==> config.mk <==
export PLATFORM = sky130hd
export DESIGN_NAME = adc_clock_conversion_control
export DESIGN_NICKNAME = d
export VERILOG_FILES = /design/src/adc_ctrl_pkg.sv /design/src/adc_clock_conversion_control.sv
export VERILOG_INCLUDE_DIRS = /design/src
export SDC_FILE = /design/constraint.sdc
export NUM_CORES = 1
export LEC_CHECK = 0
export ABC_AREA = 1
export BUFFER_PORTS_ARGS = -buffer_cell sky130_fd_sc_hd__buf_2
export CAP_MARGIN = 20
export CORE_ASPECT_RATIO = 1.25
export CORE_MARGIN = 1.5
export CORE_UTILIZATION = 44
export CTS_BUF_LIST = sky130_fd_sc_hd__clkbuf_8
export CTS_CLUSTER_SIZE = 10
export DETAILED_ROUTE_END_ITERATION = 16
export HOLD_SLACK_MARGIN = 0.05
export PLACE_DENSITY = 0.75
export SYNTH_ARGS = -nofsm -noshare
export SYNTH_HDL_FRONTEND = slang
export SYNTH_SLANG_ARGS = --single-unit
==> constraint.sdc <==
create_clock -name ref_clk_i -period 2.94 [get_ports ref_clk_i]
set_clock_uncertainty 0.1 [all_clocks]
set_input_delay 0.588 -clock ref_clk_i [delete_from_list [all_inputs] [get_ports ref_clk_i]]
set_output_delay 0.588 -clock ref_clk_i [all_outputs]
set_load 0.05 [all_outputs]
==> src/adc_ctrl_defs.svh <==
// constants for the converter control block: clock select codes, widths, timing
// assumes the includer needs no other definitions
`ifndef ADC_CTRL_DEFS_SVH
`define ADC_CTRL_DEFS_SVH
`define CONV_BITS 10
`define CHAN_BITS 3
`define SEL_DIV2 3'h0
`define SEL_DIV4 3'h4
`define SEL_DIV8 3'h1
`define SEL_DIV16 3'h5
`define SEL_DIV32 3'h2
`define SEL_DIV64 3'h6
`define RC_SEL_LOW 2'h3
`define ACQ_PERIODS 4'h2
`define RC_SYNC_RESET 2'h0
`define COMP_SETTLE 2'h2
`endif

==> src/adc_ctrl_pkg.sv <==
// types for the converter control block
// assumes adc_ctrl_defs.svh holds the numeric constants
package adc_ctrl_pkg;
	typedef enum logic [3:0] {
		ST_IDLE = 4'b0001,
		ST_ACQ = 4'b0010,
		ST_CONV = 4'b0100,
		ST_DONE = 4'b1000
	} conv_state_t;
endpackage : adc_ctrl_pkg

==> src/adc_clock_conversion_control.sv <==
// successive-approximation converter control with bit-period clock selection
// assumes an analog comparator outside; rc clock arrives asynchronously as a pin
`timescale 1ns/1ps
`include "adc_ctrl_defs.svh"

// Function
// - ten-bit SAR result into result byte pair
// - selected channel muxed into one sample-hold
// - software selects internal or external reference
// - interrupt request when a conversion completes
// - completion interrupt wakes device from sleep when the rc clock is selected
// - clock select decode: dividers or rc clock
module adc_clock_conversion_control #(
	parameter int CONV_BITS = `CONV_BITS,
	parameter int CHAN_BITS = `CHAN_BITS
) (
	input wire logic ref_clk_i,
	input wire logic rstn_i,
	input wire logic enable_i,
	input wire logic start_i,
	input wire logic [2:0] conv_clock_select_i,
	input wire logic [CHAN_BITS-1:0] chan_sel_i,
	input wire logic ref_ext_sel_i,
	input wire logic int_enable_i,
	input wire logic done_clear_i,
	input wire logic sleep_i,
	input wire logic dedicated_rc_clock_i,
	input wire logic comp_i,
	output logic [CHAN_BITS-1:0] mux_chan_o,
	output logic sample_o,
	output logic ref_ext_o,
	output logic [CONV_BITS-1:0] dac_trial_o,
	output logic busy_o,
	output logic done_o,
	output logic irq_o,
	output logic wake_o,
	output logic [7:0] result_high_byte_o,
	output logic [7:0] result_low_byte_o
);
	import adc_ctrl_pkg::*;

	// widths the result pair or the mux cannot carry are refused at elaboration
	if (CONV_BITS < 2 || CONV_BITS > 16) begin : g_bad_conv_bits
		$error("CONV_BITS out of range");
	end
	if (CHAN_BITS < 1 || CHAN_BITS > 8) begin : g_bad_chan_bits
		$error("CHAN_BITS out of range");
	end

	typedef struct packed {
		conv_state_t st;
		logic [1:0] rc_sync;
		logic rc_prev;
		logic [5:0] div_cnt;
		logic [3:0] acq_cnt;
		logic [CONV_BITS-1:0] trial;
		logic [CONV_BITS-1:0] bit_mask;
		logic [CHAN_BITS-1:0] chan;
		logic sample;
		logic ref_ext;
		logic busy;
		logic done;
		logic irq;
		logic wake;
		logic [15:0] result;
		logic [1:0] comp_sync;
		logic [1:0] settle;
		logic step_due;
	} state_t;

	state_t cur_ff;
	state_t nxt_ff;

	// bit period enable from the 3-bit select code
	function automatic logic [5:0] div_limit(input logic [2:0] sel);
		case (sel)
			`SEL_DIV2: div_limit = 6'h01;
			`SEL_DIV4: div_limit = 6'h03;
			`SEL_DIV8: div_limit = 6'h07;
			`SEL_DIV16: div_limit = 6'h0F;
			`SEL_DIV32: div_limit = 6'h1F;
			`SEL_DIV64: div_limit = 6'h3F;
			default: div_limit = 6'h00;
		endcase
	endfunction : div_limit

	logic use_rc;
	logic tick;
	assign use_rc = (conv_clock_select_i[1:0] == `RC_SEL_LOW);

	always_comb begin
		logic [CONV_BITS-1:0] kept;
		kept = '0;
		nxt_ff = cur_ff;
		nxt_ff.rc_sync = {cur_ff.rc_sync[0], dedicated_rc_clock_i};
		nxt_ff.comp_sync = {cur_ff.comp_sync[0], comp_i};
		nxt_ff.rc_prev = cur_ff.rc_sync[1];
		nxt_ff.ref_ext = ref_ext_sel_i;
		nxt_ff.irq = 1'b0;
		nxt_ff.wake = 1'b0;
		if (cur_ff.settle != 2'h0)
			nxt_ff.settle = cur_ff.settle - 2'h1;
		// system divisions stall in sleep, so only the rc edge ticks there
		if (use_rc) begin
			tick = cur_ff.rc_sync[1] & ~cur_ff.rc_prev;
			nxt_ff.div_cnt = 6'h00;
		end else if (sleep_i) begin
			tick = 1'b0;
		end else begin
			tick = (cur_ff.div_cnt >= div_limit(conv_clock_select_i));
			nxt_ff.div_cnt = tick ? 6'h00 : cur_ff.div_cnt + 6'h01;
		end
		if (done_clear_i)
			nxt_ff.done = 1'b0;
		case (cur_ff.st)
			ST_IDLE: begin
				if (enable_i && start_i) begin
					nxt_ff.st = ST_ACQ;
					nxt_ff.chan = chan_sel_i;
					nxt_ff.sample = 1'b1;
					nxt_ff.busy = 1'b1;
					nxt_ff.acq_cnt = 4'h0;
					nxt_ff.div_cnt = 6'h00;
				end
			end
			ST_ACQ: begin
				if (tick) begin
					nxt_ff.acq_cnt = cur_ff.acq_cnt + 4'h1;
					if (cur_ff.acq_cnt + 4'h1 >= `ACQ_PERIODS) begin
						nxt_ff.st = ST_CONV;
						nxt_ff.sample = 1'b0; // hold stage frozen for the conversion
						nxt_ff.bit_mask = {1'b1, {(CONV_BITS-1){1'b0}}};
						nxt_ff.trial = {1'b1, {(CONV_BITS-1){1'b0}}};
						nxt_ff.settle = `COMP_SETTLE;
						nxt_ff.step_due = 1'b0;
					end
				end
			end
			ST_CONV: begin
				if (tick)
					nxt_ff.step_due = 1'b1;
				// a due step waits until the synced comparator has seen this trial;
				// at the fastest divider that stretches each bit period
				if ((tick || cur_ff.step_due) && cur_ff.settle == 2'h0) begin
					nxt_ff.step_due = 1'b0;
					nxt_ff.settle = `COMP_SETTLE;
					// comparator high means the trial overshoots: drop that bit
					kept = cur_ff.comp_sync[1] ? (cur_ff.trial & ~cur_ff.bit_mask) : cur_ff.trial;
					nxt_ff.bit_mask = cur_ff.bit_mask >> 1;
					nxt_ff.trial = kept | (cur_ff.bit_mask >> 1);
					if (cur_ff.bit_mask[0]) begin
						nxt_ff.st = ST_DONE;
						nxt_ff.trial = kept;
						nxt_ff.result = 16'(kept);
						nxt_ff.busy = 1'b0;
						nxt_ff.done = 1'b1; // set beats clear
						nxt_ff.irq = int_enable_i;
						nxt_ff.wake = int_enable_i & sleep_i;
					end
				end
			end
			ST_DONE: nxt_ff.st = ST_IDLE;
			default: nxt_ff.st = ST_IDLE;
		endcase
		if (!enable_i && cur_ff.st != ST_IDLE) begin
			nxt_ff.st = ST_IDLE;
			nxt_ff.busy = 1'b0;
			nxt_ff.sample = 1'b0;
		end
	end

	always_ff @(posedge ref_clk_i) begin
		if (!rstn_i) begin
			cur_ff <= '0;
			cur_ff.st <= ST_IDLE;
			cur_ff.rc_sync <= `RC_SYNC_RESET;
		end else begin
			cur_ff <= nxt_ff;
		end
	end

	assign mux_chan_o = cur_ff.chan;
	assign sample_o = cur_ff.sample;
	assign ref_ext_o = cur_ff.ref_ext;
	assign dac_trial_o = cur_ff.trial;
	assign busy_o = cur_ff.busy;
	assign done_o = cur_ff.done;
	assign irq_o = cur_ff.irq;
	assign wake_o = cur_ff.wake;
	assign result_high_byte_o = cur_ff.result[15:8];
	assign result_low_byte_o = cur_ff.result[7:0];

	property p_done_with_busy;
		@(posedge ref_clk_i) disable iff (!rstn_i)
		$rose(done_o) |-> $fell(busy_o) && $changed(cur_ff.st);
	endproperty
	a_done_with_busy: assert property (p_done_with_busy) else $error("done rose without busy fall");

	property p_irq_needs_done;
		@(posedge ref_clk_i) disable iff (!rstn_i)
		irq_o |-> done_o && $past(int_enable_i) && !busy_o;
	endproperty
	a_irq_needs_done: assert property (p_irq_needs_done) else $error("irq without completion");

	property p_wake_in_sleep;
		@(posedge ref_clk_i) disable iff (!rstn_i)
		wake_o |-> irq_o && $past(sleep_i);
	endproperty
	a_wake_in_sleep: assert property (p_wake_in_sleep) else $error("wake outside sleep");

	property p_irq_one_cycle;
		@(posedge ref_clk_i) disable iff (!rstn_i)
		irq_o |=> !irq_o;
	endproperty
	a_irq_one_cycle: assert property (p_irq_one_cycle) else $error("irq longer than a cycle");

	property p_chan_stable;
		@(posedge ref_clk_i) disable iff (!rstn_i)
		busy_o && $past(busy_o) |-> $stable(mux_chan_o);
	endproperty
	a_chan_stable: assert property (p_chan_stable) else $error("channel changed mid conversion");

	property p_ref_follow;
		@(posedge ref_clk_i) disable iff (!rstn_i)
		##1 ref_ext_o == $past(ref_ext_sel_i);
	endproperty
	a_ref_follow: assert property (p_ref_follow) else $error("reference select not followed");

	property p_div2_tick;
		@(posedge ref_clk_i) disable iff (!rstn_i)
		conv_clock_select_i == `SEL_DIV2 && !sleep_i && cur_ff.div_cnt == 6'h01 |-> tick;
	endproperty
	a_div2_tick: assert property (p_div2_tick) else $error("divide by two tick missing");

	property p_no_sys_tick_sleep;
		@(posedge ref_clk_i) disable iff (!rstn_i)
		sleep_i && !use_rc |-> !tick;
	endproperty
	a_no_sys_tick_sleep: assert property (p_no_sys_tick_sleep) else $error("system tick during sleep");

	property p_result_low;
		@(posedge ref_clk_i) disable iff (!rstn_i)
		$rose(done_o) |-> result_high_byte_o[7:2] == 6'h00;
	endproperty
	a_result_low: assert property (p_result_low) else $error("result wider than ten bits");

	c_conv_done: cover property (@(posedge ref_clk_i) disable iff (!rstn_i) $rose(done_o));
	c_irq: cover property (@(posedge ref_clk_i) disable iff (!rstn_i) irq_o);
	c_wake: cover property (@(posedge ref_clk_i) disable iff (!rstn_i) wake_o);
	c_rc_conv: cover property (@(posedge ref_clk_i) disable iff (!rstn_i) use_rc && $rose(done_o));
endmodule : adc_clock_conversion_control

==> results.py <==
metrics = {
    "run_status": {
        "outcome": "finished clean",
    },
    "worst_setup_path": {
        "worstReg2RegEnd": "cur_ff[35]",
        "reg2reg_setup_slack_ns": 0.79,
        "r2r_start": "cur_ff[54]",
        "max_fo_critical_path": 17,
        "timing.critical_path.to": "dac_trial_o[0]",
        "critical_path.startpoint": "conv_clock_select_i[0]",
        "worst-setup-path-type": "in2reg",
        "arrival_ns": 2.67,
        "reg2regPathDepth": 17,
        "worstSetupStartpointType": "input pin",
        "cp_data_required_time_ns": 3.12,
        "timing.critical_path.to_type": "flop",
    },
    "grt": {
        "fraction_of_met3_tracks_used_by_global_routing_pct": 4.55,
        "maximum_number_of_pins_on_one_net_before_global_route_repair": 44,
        "grt.total_usage_pct": 17.1,
        "grt_busiest_layer": "met2",
        "globalRouteOverflowTotal": 0,
        "grt_pass1_wl_microns": 11000,
        "antenna_found_initial": 0,
        "global_route.usage.met1_pct": 20.4,
        "grt_util_met2_pct": 28.2,
        "via_count_of_the_first_global_routing_pass": 2552,
    },
    "sta": {
        "timing.fmax_ghz": 0.402,
        "grt_setup_unrepaired": "no",
        "fin_crit_ns": 2.49,
        "maxSlewViolCount": 0,
        "maxSlewHeadroom_pct": 62.0,
        "worst_hold_slack_ns": 0.317,
        "final.period_utilization_pct": 84.6,
        "setup-tns-final_ns": 0,
        "report.final.setup_viol": 0,
        "max_slew.worst_pin.slew_ns": 0.569,
        "final-hold-violation-count": 0,
    },
    "route": {
        "routed_wirelength_microns": 6580,
        "routedWlPerCell_microns": 11.1,
        "detail_route.vias_per_cell": 4.71,
        "drtIter0Drc": 174,
        "route.antenna.remaining_nets": 0,
        "drtPass1Iterations": 4,
        "drc": 0,
        "route.vias.total": 2795,
    },
    "floorplanning": {
        "initial_core_util_pct": 46.2,
        "floorplan.core_area_sq_um": 7490,
        "design.die.area_sq_um": 8400,
        "core.rowCount": 35,
        "fp.dieW_microns": 82.3,
        "count_of_boundary_i_o_pins": 51,
        "die_height_microns": 102,
    },
    "clock_tree": {
        "cts.root.buffer_cell": "sky130_fd_sc_hd__clkbuf_8",
        "clock_sinks": 61,
        "htree_levels": 3,
        "clk_pin_slew_worst_paths_ns": 0.07,
        "cts_hold_buf": 0,
        "cts.repair.resized": 0,
        "total_cts_buffers": 9,
        "post-cts-setup-buffers": 0,
        "clockBufferDepth": 2,
        "insertion_delay_ns": 0.34,
        "tritoncts": "built",
    },
    "layout": {
        "synthToLayoutAreaGrowth_pct": 9.73,
        "post_route_cells_drive_above_1_share_pct": 21.7,
        "nNetsFinal": 527,
        "antenna_cells": 0,
    },
    "pwr": {
        "vdd_drop_max_mv": 0.251,
        "leakagePower_nw": 2.05,
        "power_density_nw_per_um2": 576,
    },
    "yosys": {
        "synth_cells": 473,
        "syn_avg_cell_area_sq_um": 7.31,
        "synth-seq-cells": 61,
        "synthesis.area_sq_um": 3460,
        "netlist-cell-type-count": 35,
        "synth_warnings": 0,
        "synth.yosys.seq_area_share_pct": 35.3,
    },
    "placed_design": {
        "place_hpwl_microns": 4720,
        "io_buffers": 44,
        "global_placer_s_final_weighted_congestion": 0.804,
    },
    "run": {
        "cap_viol_max_count": 0,
    },
    "min_path": {
        "hold_path.class": "reg2reg",
    },
}
-- critical path, stage by stage --
cell                      delay (ns)
sky130_fd_sc_hd__buf_2          0.10
sky130_fd_sc_hd__inv_1          0.07
sky130_fd_sc_hd__ha_1           0.22
sky130_fd_sc_hd__a21oi_1        0.16
sky130_fd_sc_hd__ha_1           0.27
sky130_fd_sc_hd__nand2_1        0.08
sky130_fd_sc_hd__nand2_1        0.06
sky130_fd_sc_hd__a21oi_2        0.11
sky130_fd_sc_hd__nand2_1        0.07
sky130_fd_sc_hd__nand2_2        0.07
sky130_fd_sc_hd__nand2_4        0.07
sky130_fd_sc_hd__nand2_4        0.07
sky130_fd_sc_hd__nand2_4        0.07
sky130_fd_sc_hd__nand3_4        0.17
sky130_fd_sc_hd__nand2_4        0.09
sky130_fd_sc_hd__inv_6          0.22
sky130_fd_sc_hd__nor2_1         0.07
sky130_fd_sc_hd__nor2_1         0.09
-- power by group --
| group | switching, W | total (W) | internal [W] |
|---|---|---|---|
| logic | 0.000286 | 0.000395 | 0.000109 |
| registers | 0.0000334 | 0.000900 | 0.000867 |
| clock network | 0.000322 | 0.000891 | 0.000569 |
-- how the worst min path moves through the flow --
stage,from,to,slack (ns),cells past startpoint
3_3_place_gp,cur_ff[3],cur_ff[4],0.30,2
3_5_place_dp,cur_ff[3],cur_ff[4],0.30,2
2_1_floorplan,cur_ff[3],cur_ff[4],0.29,2
6_report,cur_ff[3],cur_ff[4],0.32,2
5_1_grt,comp_i,cur_ff[3],0.31,3
4_1_cts,comp_i,cur_ff[3],0.32,3
-- cell usage in the layout, fill, tap and decap left out, drive strengths merged --
| cell type | count |
|---|---|
| a21boi | 2 |
| clkinv | 1 |
| a21oi | 24 |
| dfxtp | 61 |
| conb | 6 |
| nand2 | 95 |
| a22oi | 9 |
| o21ai | 9 |
| clkbuf | 13 |
| nor3 | 5 |
| ha | 14 |
| xnor2 | 2 |
| xor2 | 3 |
| inv | 80 |
| and3 | 1 |
| buf | 51 |
| nand3 | 29 |
| nand4 | 4 |
| nand3b | 1 |
| nor2 | 88 |
| bufinv | 2 |
| a31oi | 2 |
-- registers in the layout (all words and copies together), names as in the netlist --
signal / cells
busy_o: 1
cur_ff: 32
result_low_byte_o: 8
dac_trial_o: 10
mux_chan_o: 3
result_high_byte_o: 2
done_o: 1
irq_o: 1
wake_o: 1
ref_ext_o: 1
sample_o: 1
-- cell type report --
type	count	area [sq um]
timing repair buffer	51	285
clock buffer	13	179
inverter	80	305
tap	92	115
clock inverter	3	65.1
sequential	61	1220
fill	717	3690
multi-input combinational	294	1620
-- logic make-up after synthesis --
logic type      count (synthesis)  synth area share (%)
compound gates                 46                  7.96
other cells                     1                 0.108
simple gates                  223                  32.0
xor+xnor                        5                  1.27
fa+ha+maj                      14                  5.07
buf+inv                       123                  18.3
flops                          61                  35.3
-- metal layers --
metal	part of all wire [%]	vias to the layer above
li1	-	1458
met1	46	1270
met2	48	56
met3	3.8	11
met4	2.0	0
met5	0	-
-- cell usage after synthesis --
cell | n | area (sq um)
sky130_fd_sc_hd__inv_6 | 1 | 8.76
sky130_fd_sc_hd__inv_2 | 6 | 22.5
sky130_fd_sc_hd__buf_2 | 2 | 10.0
sky130_fd_sc_hd__dfxtp_1 | 61 | 1220
sky130_fd_sc_hd__a21oi_2 | 1 | 8.76
sky130_fd_sc_hd__buf_4 | 29 | 218
sky130_fd_sc_hd__nor3_2 | 1 | 10.0
sky130_fd_sc_hd__a21boi_0 | 2 | 15.0
sky130_fd_sc_hd__nor3_4 | 1 | 16.3
sky130_fd_sc_hd__nand2_1 | 90 | 338
sky130_fd_sc_hd__conb_1 | 1 | 3.75
sky130_fd_sc_hd__buf_6 | 5 | 56.3
sky130_fd_sc_hd__xor2_1 | 3 | 26.3
sky130_fd_sc_hd__nand2_4 | 4 | 45.0
sky130_fd_sc_hd__xnor2_1 | 2 | 17.5
sky130_fd_sc_hd__nand4_1 | 1 | 6.26
sky130_fd_sc_hd__nand3b_1 | 1 | 7.51
sky130_fd_sc_hd__buf_12 | 1 | 20.0
sky130_fd_sc_hd__clkbuf_1 | 6 | 22.5
sky130_fd_sc_hd__nand2_2 | 1 | 6.26
sky130_fd_sc_hd__o21ai_4 | 1 | 16.3
sky130_fd_sc_hd__ha_1 | 14 | 175
sky130_fd_sc_hd__nand3_4 | 1 | 17.5
sky130_fd_sc_hd__nor3_1 | 3 | 15.0
sky130_fd_sc_hd__nand3_1 | 28 | 140
sky130_fd_sc_hd__and3_1 | 1 | 6.26
sky130_fd_sc_hd__a21oi_1 | 23 | 115
sky130_fd_sc_hd__o21ai_0 | 8 | 40.0
sky130_fd_sc_hd__a31oi_1 | 2 | 12.5
sky130_fd_sc_hd__nor2_1 | 66 | 248
sky130_fd_sc_hd__inv_1 | 73 | 274
sky130_fd_sc_hd__nor2_2 | 12 | 75.1
sky130_fd_sc_hd__nor2_4 | 10 | 113
sky130_fd_sc_hd__a22oi_1 | 9 | 67.6
sky130_fd_sc_hd__nand4_4 | 3 | 63.8
-- stage by stage --
stage | std cells | worst slack (ns) | instance area [sq um] | util [%] | power [W]
3_5_place_dp | 578 | 0.0976 | 3550 | 47.4 | 0.00131
4_1_cts | 594 | 0.447 | 3790 | 50.7 | 0.00221
6_report | 594 | 0.453 | 3790 | 50.7 | 0.00219
2_1_floorplan | 478 | 0.515 | 3480 | - | 0.00125
5_1_grt | 594 | 0.260 | 3790 | 50.7 | 0.00229
3_3_place_gp | 578 | 0.191 | 3550 | 47.4 | 0.00130
Power figures use the tool's default switching activity.
